<file path="src/hw/dsgc_consts.svh">
`ifndef DSGC_CONSTS_SVH
`define DSGC_CONSTS_SVH
// -----------------------------------------------------------------
// sub-addresses
// -----------------------------------------------------------------
`define DSGC_ADDR_SYNC_LOCK    8'h04
`define DSGC_ADDR_ANALOG_IN    8'h05
`define DSGC_ADDR_CHROMA_PROC  8'h06
// -----------------------------------------------------------------
// reset values
// -----------------------------------------------------------------
`define DSGC_RST_SYNC_LOCK     8'h09
`define DSGC_RST_ANALOG_IN     8'h10
`define DSGC_RST_CHROMA_PROC   8'h52
// -----------------------------------------------------------------
// field positions
// -----------------------------------------------------------------
`define DSGC_BIT_ASPECT        7
`define DSGC_BIT_FREEZE        6
`define DSGC_BIT_DUTY          5
`define DSGC_BIT_LINE_TIMING   4
`define DSGC_BIT_MISS_H        3
`define DSGC_BIT_MISS_V        2
`define DSGC_BIT_AA_BYPASS     3
// -----------------------------------------------------------------
// missing-sync counts
// -----------------------------------------------------------------
`define DSGC_MISS_H_LONG       4'hC
`define DSGC_MISS_V_LONG       4'h3
`define DSGC_MISS_SHORT        4'h1
`endif

</file>
<file path="src/hw/dsgc_pkg.sv">
package dsgc_pkg;
  typedef enum logic [2:0] {
    DSGC_FMT_YC16  = 3'h0,
    DSGC_FMT_YC8   = 3'h1,
    DSGC_FMT_BT656 = 3'h2,
    DSGC_FMT_RGB15 = 3'h3,
    DSGC_FMT_RGB16 = 3'h4
  } dsgc_fmt_type;

  typedef enum logic [1:0] {
    DSGC_GAIN_UNITY  = 2'h0,
    DSGC_GAIN_AUTO   = 2'h1,
    DSGC_GAIN_FIXED  = 2'h2,
    DSGC_GAIN_FREEZE = 2'h3
  } dsgc_gain_type;

  typedef struct packed {
    logic       write;
    logic [7:0] address;
    logic [7:0] data;
  } dsgc_req_type;

  typedef struct packed {
    logic       square_pixel;
    logic       timing_frozen;
    logic       anti_alias_bypass;
    logic [2:0] input_select;
    logic [1:0] input_clock_code;
    logic [1:0] chroma_gain_mode;
    logic [1:0] colour_killer_mode;
    logic [1:0] chroma_coring;
    logic       contrast_on_chroma;
    logic       chroma_wide_band;
  } dsgc_cfg_type;
endpackage : dsgc_pkg

</file>
<file path="src/hw/dsgc_regs.sv">
`timescale 1ns/1ps
`include "dsgc_consts.svh"
// Contract
// - bit 7 selects rectangular (0) or square (1) pixel sampling, reset 0.
// - freeze bit set holds output timing from the end of current field.
// - freeze bit cleared resumes normal timing at start of next field.
// - wide modes: duty bit 0 square-wave strobe, 1 line-lock strobe; ignored narrow.
// - wide modes: line bit 0 active video only, 1 whole line every line.
// - narrow modes: line bit 0 normal strobe, 1 strobe ANDed with input clock.
// - horizontal reacquire after 12 missing pulses (0) or 1 (1), reset 1.
// - vertical reacquire after 3 missing pulses (0) or 1 (1), reset 0.
// - lock-loss field ignored while gain mode equals automatic.
// - lock-loss code 00 on sync loss rewrites gain mode to automatic.
// - code 01 keeps gain; 10 runs auto then fixed, resets only freeze; after lock the code returns to the gain field mode.
// - gain mode: unity, automatic, fixed from adjust register, freeze; reset 01.
// - bit 3 bypasses the anti-alias filter when 1, reset 0.
// - chroma gain mode: unity, auto, fixed, freeze; reset 01.
// - chroma coring by 0 to 3 codes, reset 00.
// - contrast scope luma only (0) or luma and chroma (1), reset 1.
// - chroma low-pass 850kHz (0) or 1.5MHz (1), reset 0.
module dsgc_regs #(
  parameter int MISS_WIDTH = 4
) (
  input  wire logic                  clock,
  input  wire logic                  reset,
  input  wire dsgc_pkg::dsgc_req_type request,
  input  wire logic                  request_valid,
  input  wire dsgc_pkg::dsgc_fmt_type output_format,
  input  wire logic                  field_start,
  input  wire logic                  line_start,
  input  wire logic                  active_video,
  input  wire logic                  active_line,
  input  wire logic                  pixel_tick,
  input  wire logic                  line_lock_tick,
  input  wire logic                  double_rate_input_clock,
  input  wire logic                  hsync_expected,
  input  wire logic                  hsync_seen,
  input  wire logic                  vsync_expected,
  input  wire logic                  vsync_seen,
  input  wire logic                  sync_lost,
  input  wire logic                  lock_achieved,
  output logic [7:0]                 read_data,
  output dsgc_pkg::dsgc_cfg_type     config_out,
  output dsgc_pkg::dsgc_gain_type    video_gain_mode,
  output logic                       pixel_valid_strobe,
  output logic                       horiz_acquire,
  output logic                       vert_acquire
);
  import dsgc_pkg::*;

  if (MISS_WIDTH < 4) begin : g_width_check
    $error("MISS_WIDTH must hold a count of 12");
  end

  // -----------------------------------------------------------------
  // register storage
  // -----------------------------------------------------------------
  logic [7:0]    sync_lock_control;
  logic [7:0]    analog_input_control;
  logic [7:0]    chroma_processing_config;
  logic          wr_sync;
  logic          wr_analog;
  logic          wr_chroma;
  logic          fixed_after_lock;
  logic          start_hold;
  dsgc_gain_type next_gain;

  assign wr_sync   = request_valid && request.write
                     && request.address == `DSGC_ADDR_SYNC_LOCK;
  assign wr_analog = request_valid && request.write
                     && request.address == `DSGC_ADDR_ANALOG_IN;
  assign wr_chroma = request_valid && request.write
                     && request.address == `DSGC_ADDR_CHROMA_PROC;
  assign start_hold = sync_lost && analog_input_control[7:6] == 2'h2
                      && analog_input_control[5:4] != 2'h1;

  always_ff @(posedge clock) begin
    if (reset) begin
      sync_lock_control        <= `DSGC_RST_SYNC_LOCK;
      chroma_processing_config <= `DSGC_RST_CHROMA_PROC;
    end else begin
      if (wr_sync) begin
        sync_lock_control <= request.data;
      end
      if (wr_chroma) begin
        chroma_processing_config <= request.data;
      end
    end
  end

  // gain mode field with hardware rewrite on sync loss
  always_comb begin
    next_gain = dsgc_gain_type'(analog_input_control[5:4]);
    if (sync_lost && next_gain != DSGC_GAIN_AUTO) begin
      unique case (analog_input_control[7:6])
        2'h0: next_gain = DSGC_GAIN_AUTO;
        2'h2: begin
          if (next_gain == DSGC_GAIN_FREEZE) next_gain = DSGC_GAIN_AUTO;
        end
        default: next_gain = dsgc_gain_type'(analog_input_control[5:4]);
      endcase
    end
  end

  always_ff @(posedge clock) begin
    if (reset) begin
      analog_input_control <= `DSGC_RST_ANALOG_IN;
    end else if (wr_analog) begin
      analog_input_control <= request.data;
    end else begin
      analog_input_control[5:4] <= next_gain;
    end
  end

  // code 10: automatic gain until lock returns, then the gain field mode
  always_ff @(posedge clock) begin
    if (reset) begin
      fixed_after_lock <= 1'b0;
    end else if (start_hold) begin
      fixed_after_lock <= 1'b1;
    end else if (lock_achieved || wr_analog) begin
      fixed_after_lock <= 1'b0;
    end
  end

  always_ff @(posedge clock) begin
    if (reset) begin
      video_gain_mode <= DSGC_GAIN_AUTO;
    end else if (fixed_after_lock || start_hold) begin
      video_gain_mode <= DSGC_GAIN_AUTO;
    end else begin
      video_gain_mode <= next_gain;
    end
  end

  // -----------------------------------------------------------------
  // read port
  // -----------------------------------------------------------------
  always_ff @(posedge clock) begin
    if (reset) begin
      read_data <= 8'h00;
    end else if (request_valid && !request.write) begin
      unique case (request.address)
        `DSGC_ADDR_SYNC_LOCK:   read_data <= sync_lock_control;
        `DSGC_ADDR_ANALOG_IN:   read_data <= analog_input_control;
        `DSGC_ADDR_CHROMA_PROC: read_data <= chroma_processing_config;
        default:                read_data <= 8'h00;
      endcase
    end
  end

  // -----------------------------------------------------------------
  // configuration outputs
  // -----------------------------------------------------------------
  always_ff @(posedge clock) begin
    if (reset) begin
      config_out.timing_frozen      <= 1'b0;
      config_out.square_pixel       <= 1'b0;
      config_out.anti_alias_bypass  <= 1'b0;
      config_out.input_select       <= 3'h0;
      config_out.input_clock_code   <= 2'h1;
      config_out.chroma_gain_mode   <= 2'h1;
      config_out.colour_killer_mode <= 2'h1;
      config_out.chroma_coring      <= 2'h0;
      config_out.contrast_on_chroma <= 1'b1;
      config_out.chroma_wide_band   <= 1'b0;
    end else begin
      if (field_start) begin
        config_out.timing_frozen    <= sync_lock_control[`DSGC_BIT_FREEZE];
      end
      config_out.square_pixel       <= sync_lock_control[`DSGC_BIT_ASPECT];
      config_out.anti_alias_bypass  <= analog_input_control[`DSGC_BIT_AA_BYPASS];
      config_out.input_select       <= analog_input_control[2:0];
      config_out.input_clock_code   <= sync_lock_control[1:0];
      config_out.chroma_gain_mode   <= chroma_processing_config[7:6];
      config_out.colour_killer_mode <= chroma_processing_config[5:4];
      config_out.chroma_coring      <= chroma_processing_config[3:2];
      config_out.contrast_on_chroma <= chroma_processing_config[1];
      config_out.chroma_wide_band   <= chroma_processing_config[0];
    end
  end

  // -----------------------------------------------------------------
  // pixel-valid strobe
  // -----------------------------------------------------------------
  logic wide_mode;
  logic square_phase;
  logic next_strobe;
  assign wide_mode = output_format == DSGC_FMT_YC16 || output_format == DSGC_FMT_RGB15
                     || output_format == DSGC_FMT_RGB16;

  always_ff @(posedge clock) begin
    if (reset || line_start) begin
      square_phase <= 1'b0;
    end else if (pixel_tick) begin
      square_phase <= ~square_phase;
    end
  end

  always_comb begin
    if (wide_mode) begin
      next_strobe = sync_lock_control[`DSGC_BIT_DUTY] ? line_lock_tick
                                                      : square_phase;
      if (!sync_lock_control[`DSGC_BIT_LINE_TIMING]) begin
        next_strobe = next_strobe && active_video && active_line;
      end
    end else begin
      next_strobe = active_video && active_line;
      if (sync_lock_control[`DSGC_BIT_LINE_TIMING]) begin
        next_strobe = next_strobe && double_rate_input_clock;
      end
    end
  end

  always_ff @(posedge clock) begin
    if (reset) begin
      pixel_valid_strobe <= 1'b0;
    end else begin
      pixel_valid_strobe <= next_strobe;
    end
  end

  // -----------------------------------------------------------------
  // missing-sync counters
  // -----------------------------------------------------------------
  logic [MISS_WIDTH-1:0] h_missing;
  logic [MISS_WIDTH-1:0] v_missing;
  logic [MISS_WIDTH-1:0] h_limit;
  logic [MISS_WIDTH-1:0] v_limit;
  assign h_limit = sync_lock_control[`DSGC_BIT_MISS_H] ? MISS_WIDTH'(`DSGC_MISS_SHORT)
                                                       : MISS_WIDTH'(`DSGC_MISS_H_LONG);
  assign v_limit = sync_lock_control[`DSGC_BIT_MISS_V] ? MISS_WIDTH'(`DSGC_MISS_SHORT)
                                                       : MISS_WIDTH'(`DSGC_MISS_V_LONG);

  always_ff @(posedge clock) begin
    if (reset || hsync_seen) begin
      h_missing     <= '0;
      horiz_acquire <= 1'b0;
    end else if (hsync_expected) begin
      if (h_missing + 1'b1 >= h_limit) begin
        horiz_acquire <= 1'b1;
        h_missing     <= '0;
      end else begin
        h_missing     <= h_missing + 1'b1;
        horiz_acquire <= 1'b0;
      end
    end else begin
      horiz_acquire <= 1'b0;
    end
  end

  always_ff @(posedge clock) begin
    if (reset || vsync_seen) begin
      v_missing    <= '0;
      vert_acquire <= 1'b0;
    end else if (vsync_expected) begin
      if (v_missing + 1'b1 >= v_limit) begin
        vert_acquire <= 1'b1;
        v_missing    <= '0;
      end else begin
        v_missing    <= v_missing + 1'b1;
        vert_acquire <= 1'b0;
      end
    end else begin
      vert_acquire <= 1'b0;
    end
  end

  // -----------------------------------------------------------------
  // checks
  // -----------------------------------------------------------------
  freeze_follow_a: assert property (@(posedge clock) disable iff (reset)
    field_start |=> config_out.timing_frozen == $past(sync_lock_control[6]))
    else $error("freeze not taken at field start");
  freeze_hold_a: assert property (@(posedge clock) disable iff (reset)
    !field_start |=> $stable(config_out.timing_frozen))
    else $error("freeze changed mid field");
  gain_auto_a: assert property (@(posedge clock) disable iff (reset)
    sync_lost && !wr_analog && analog_input_control[7:4] == 4'h0
    |=> analog_input_control[5:4] == 2'h1)
    else $error("gain mode not rewritten to automatic");
  gain_ignored_a: assert property (@(posedge clock) disable iff (reset)
    !wr_analog && analog_input_control[5:4] == 2'h1 |=> analog_input_control[5:4] == 2'h1)
    else $error("automatic gain mode changed by lock loss");
  gain_keep_a: assert property (@(posedge clock) disable iff (reset)
    !wr_analog && analog_input_control[7:6] == 2'h1 |=> $stable(analog_input_control[5:4]))
    else $error("code 01 changed gain mode");
  horiz_short_a: assert property (@(posedge clock) disable iff (reset)
    sync_lock_control[3] && hsync_expected && !hsync_seen |=> horiz_acquire)
    else $error("one missing hsync not acted on");
  vert_short_a: assert property (@(posedge clock) disable iff (reset)
    sync_lock_control[2] && vsync_expected && !vsync_seen |=> vert_acquire)
    else $error("one missing vsync not acted on");
  line_video_a: assert property (@(posedge clock) disable iff (reset)
    wide_mode && !sync_lock_control[4] && !active_video |=> !pixel_valid_strobe)
    else $error("strobe outside active video");
  aspect_a: assert property (@(posedge clock) disable iff (reset)
    1'b1 |=> config_out.square_pixel == $past(sync_lock_control[7]))
    else $error("aspect mode not forwarded");
endmodule : dsgc_regs

</file>
<file path="config.mk">
export PLATFORM = sky130hd
export DESIGN_NAME = dsgc_regs
export DESIGN_NICKNAME = d
export VERILOG_FILES = /design/src/hw/dsgc_pkg.sv /design/src/hw/dsgc_regs.sv
export VERILOG_INCLUDE_DIRS = /design/src /design/src/hw
export SDC_FILE = /design/constraint.sdc
export NUM_CORES = 1
export LEC_CHECK = 0
export ABC_AREA = 1
export BUFFER_PORTS_ARGS = -buffer_cell sky130_fd_sc_hd__buf_2
export CAP_MARGIN = 10
export CORE_MARGIN = 3
export CORE_UTILIZATION = 43
export CTS_CLUSTER_DIAMETER = 40
export CTS_CLUSTER_SIZE = 16
export DETAILED_ROUTE_END_ITERATION = 10
export MAX_ROUTING_LAYER = met4
export PLACE_DENSITY = 0.69
export SYNTH_ARGS = -nofsm -noshare
export SYNTH_HDL_FRONTEND = slang
export SYNTH_SLANG_ARGS = --single-unit
</file>
<file path="constraint.sdc">
create_clock -name clock -period 3.5 [get_ports clock]
set_input_delay 0.175 -clock clock [delete_from_list [all_inputs] [get_ports clock]]
set_output_delay 0.175 -clock clock [all_outputs]
set_load 0.05 [all_outputs]
</file>
# Word level (Yosys, flattened, before mapping)
# Index checks and enable logic that the tools add are counted.
[word_totals]
input_bits = 36
ff_bits = 63
elab_cells = 81
output_inout_bits = 29
[classes]
bitwise = 3
order_cmp = 2
n_eq_ne = 8
n_addsub = 2
reduce_logical = 26
mux = 17
[ops]
columns = ["operator", "n"]
rows = [
  ["== test 8 x 3 -> 1 bit (second input constant)", 3],
  ["case mux 8 bit (3 select lines)", 1],
  ["logical AND 1 bit", 12],
  ["2-to-1 mux 4 bit", 3],
  ["adder 4 x 1 -> 4 bit (second input constant)", 2],
  ["2-to-1 mux 1 bit", 8],
  ["2-to-1 mux 2 bit", 4],
  ["logical OR 1 bit", 7],
  ["OR reduction 2 bit", 3],
  ["== test 2 bit (second input constant)", 2],
  ["greater-or-equal comparator 4 x 2 -> 1 bit", 1],
  ["greater-or-equal comparator 4 bit", 1],
  ["case mux 2 bit (2 select lines)", 1],
  ["== test 3 x 2 -> 1 bit (second input constant)", 1],
  ["== test 3 bit (second input constant)", 1],
  ["zero test 3 bit", 1],
  ["inverter 1 bit", 3],
  ["zero test 2 bit", 1],
  ["inequality test 2 x 1 -> 1 bit (second input constant)", 1],
  ["nonzero test 2 bit", 1],
  ["zero test 1 bit", 1],
]

# Longest topological paths before layout
[depth]
ltp_word = 5
mapped_depth = 9
ltp_nobuf = 9

# Worst setup path after synthesis
# OpenSTA, ideal clock, no wires.
[synth_path]
kind = "reg2reg"
start = "reg h_missing[0]"
end = "reg h_missing[1]"
t_arrival_ns = 1.376
required_time_ns = 3.384
period_less_slack_ns = 1.492
setup_ns = 0.116
stages_incl_launch_ff = 10
path_slack_ns = 2.008
path_buffers = 0
cell_sequence = "dfxtp_1 > ha_1 > xnor2_1 > inv_1 > ha_1 > nand4_1 > nand3_1 > nand2_1 > nand2_1 > a21oi_1"
[synth_between]
elab_chain_len = 3
[synth_rtl]
columns = ["item", "line", "text"]
rows = [
  ["start, declared", "dsgc_regs.sv:226", "logic [MISS_WIDTH-1:0] h_missing;"],
  ["start signal, assigned", "dsgc_regs.sv:244", "h_missing <= h_missing + 1'b1;"],
  ["adder 4 x 1 -> 4 bit *", "dsgc_regs.sv:240, dsgc_regs.sv:244", ""],
  ["greater-or-equal comparator 4 bit", "dsgc_regs.sv:240", "if (h_missing + 1'b1 >= h_limit) begin"],
  ["2-to-1 mux 4 bit *", "dsgc_regs.sv:240", ""],
]
# Mark *: on every way between the ends. The rest lies on a longest branch, timed or not.
# A chain may end at the register's enable or synchronous reset.

# Final worst setup path
# Same ends and word-level chain as after synthesis.

==> impl_metrics.ini <==
[run_status]
status = complete, no violations

[detailed_routing]
ant_nets = 0
vias_per_cell = 4.86
drcViolationCount = 0
routed_wl_um = 5760
wl_per_cell_um = 12.2
vias = 2306
dr.pass1.iters = 4
drt_iter0_drc = 216

[sta]
tns_ps = 0
final.period_utilization_pct = 47.0
worstMarginPinSlew_ps = 758
hold_viol_final = 0
drv_slew = 0
relSlewSlack_pct = 49.4
fmax_mhz = 608
rsz0062_at_grt = no
fin_worst_skew_ps = 5.75
period_needed_ps = 1650
setup_viol = 0

[logic_synthesis]
ys_ff_latch = 63
yosys_warnings = 0
synth_seq_area_share_pct = 47.3
synth_mux_area_share_pct = 0
synthAdderAreaFrac_pct = 2.35
syn_nets = 369
synthXorXnorAreaFrac_pct = 0.986
synth_area_leaders = dfxtp_1 47%, nand3_1 8.1%, nand2_1 6.5%
syn_avg_cell_area_um2 = 8.13
synthArstFlopShare_pct = 0
synth_top_area_cell = dfxtp_1
synth_top_family_by_area = simple AND/OR/NAND/NOR gates
synth_top_flop_cell = dfxtp_1
ys_types = 38
synth-edff-count = 0
yosys.area_share.simple_pct = 26.4
syn-instance-count = 328
yosys.area.top_type_share_pct = 47.3
synth.cell_area_um2 = 2670
synth_compound_area_share_pct = 13.6

[clocking]
clk_path_buf_depth = 2
cts_made_buffers = 9
cts-root-buf = clkbuf_8
path_clk_slew_ps = 60
htree_levels = 3
cts_resized = 0
cts_hold_repair.buffers = 1
cts_setup_buffers = 0
clkLatencyLatePin_ps = 340
cts_tree = yes
cts_sinks = 63

[die]
die_width_um = 84.7
pin_count = 65
start_util_pct = 44.7
fp.dieH_um = 84.7
rows = 28
coreArea_um2 = 5960
design.die.area_um2 = 7180

[layout]
nets = 435
design_area_um2 = 3200
layout_commonest_cell = buf_2
syn2layout_area_growth_pct = 20.2
antenna_cells = 0
mostFrequentLayoutCells = 64 x buf_2, 63 x dfxtp_1, 46 x nand2_1
drive_above_1_share_pct = 26.1
final_cells = 474

[hold_path]
holdCritStartpoint = field_start
min_path_type = input pin to flop
min_to = config_out[14]
whs_path_depth = 2

[placement]
placedCellCount = 457
place.gp.congestion = 0.774
io_buffers = 64
dpl.hpwl_um = 4230
placed_area_um2 = 3000

[critical_path]
rr_startpoint = h_missing[0]
arrival_ps = 1910
rrSetupSlack_ps = 1850
r2r_cells = 9
required_ps = 3770
r2r-end = h_missing[1]
path_class = flop to flop
path_max_fanout = 4
end_kind = flop
cp-start-kind = flop

[grt]
gr-total-overflow = 0
grt_pass1_vias = 2192
grt_pass1_wl_um = 9760
grt_usage_pct = 17.8
grt_max_degree = 31
antenna_found_initial = 0

[pwr]
irDropWorstVdd_mv = 0.232
power_density_nw_per_um2 = 447
leakage_nw = 1.48

[job]
drv_cap = 0
-- where the power goes --
part	internal, mW	switching [mW]
combinational	0.0315	0.0603
sequential	0.721	0.00249
clock	0.345	0.271
total	1.10	0.334
-- flip-flops by register name, summed over array words and instances (netlist names), 2 cells and up --
signal / flops
config_out: 16
analog_input_control: 8
video_gain_mode: 2
chroma_processing_config: 8
read_data: 8
v_missing: 4
h_missing: 4
sync_lock_control: 8
-- critical path, stage by stage, from the launching register on --
cell     delay (ps)
dfxtp_1         400
nand3_1         110
xor2_1          140
inv_1            70
ha_1            300
a21oi_1         150
nand3_1         110
nand2_1          80
nand2_1          80
a21oi_1         120
-- metrics by stage --
stage               power [mW]  setup slack [ps]  hold WS [ps]  utilization (%)
floorplan                0.796              2010           250                -
global placement         0.830              1940           346             50.4
detailed placement       0.831              1860           341             50.4
CTS                       1.45              1840          22.6             53.8
global route              1.49              1600          23.2             53.8
finish                    1.43              1850          35.7             53.8
-- final cells by class --
type / count / area, µm²
Multi-Input combinational cell: 209 / 1150
Clock inverter: 4 / 45.0
Tap cell: 75 / 93.8
Clock buffer: 12 / 145
Fill cell: 606 / 2750
Sequential cell: 63 / 1260
Inverter: 46 / 173
Timing Repair Buffer: 65 / 330
-- logic make-up (layout without fill, tap and decap cells) --
| kind of cell | after synthesis | count (layout) |
|---|---|---|
| buffers and inverters | 56 | 127 |
| AOI/OAI and AO/OA | 63 | 63 |
| xor gates and xnor gates | 3 | 3 |
| adders and majority gates | 5 | 5 |
| DFF | 63 | 63 |
| and+or+nand+nor | 138 | 138 |
-- cell usage after synthesis, types with 2 or more instances --
| master | number |
|---|---|
| nor2_4 | 2 |
| a21oi_1 | 28 |
| inv_1 | 42 |
| or2_2 | 4 |
| nand3_4 | 2 |
| o21ai_1 | 5 |
| nand3_1 | 43 |
| dfxtp_1 | 63 |
| nand3b_1 | 2 |
| xnor2_1 | 2 |
| nand2_4 | 2 |
| o211ai_1 | 2 |
| buf_6 | 5 |
| nand2_1 | 46 |
| nand2_2 | 2 |
| o21ai_0 | 18 |
| o21ai_2 | 2 |
| ha_1 | 5 |
| a21oi_2 | 2 |
| nor2_8 | 2 |
| nor4_1 | 2 |
| inv_2 | 4 |
| nor2_1 | 26 |
| buf_1 | 3 |
-- worst max-delay path by stage --
stage,start,slack (ps),end
2_1_floorplan,h_missing[0],2010,h_missing[1]
3_3_place_gp,h_missing[0],1940,h_missing[3]
3_5_place_dp,h_missing[0],1860,h_missing[1]
4_1_cts,h_missing[0],1840,h_missing[1]
5_1_grt,h_missing[0],1600,h_missing[1]
6_report,h_missing[0],1850,h_missing[1]
-- metal layers --
layer / vias to the layer above / wire length, µm / global-route usage [%]
met5: - / 0 / -
met2: 67 / 2630 / 26.7
li1: 1209 / - / -
met3: 16 / 431 / 4.91
met4: 0 / 178 / 9.93
met1: 1014 / 2520 / 21.4
(Power assumes the default switching activity.)
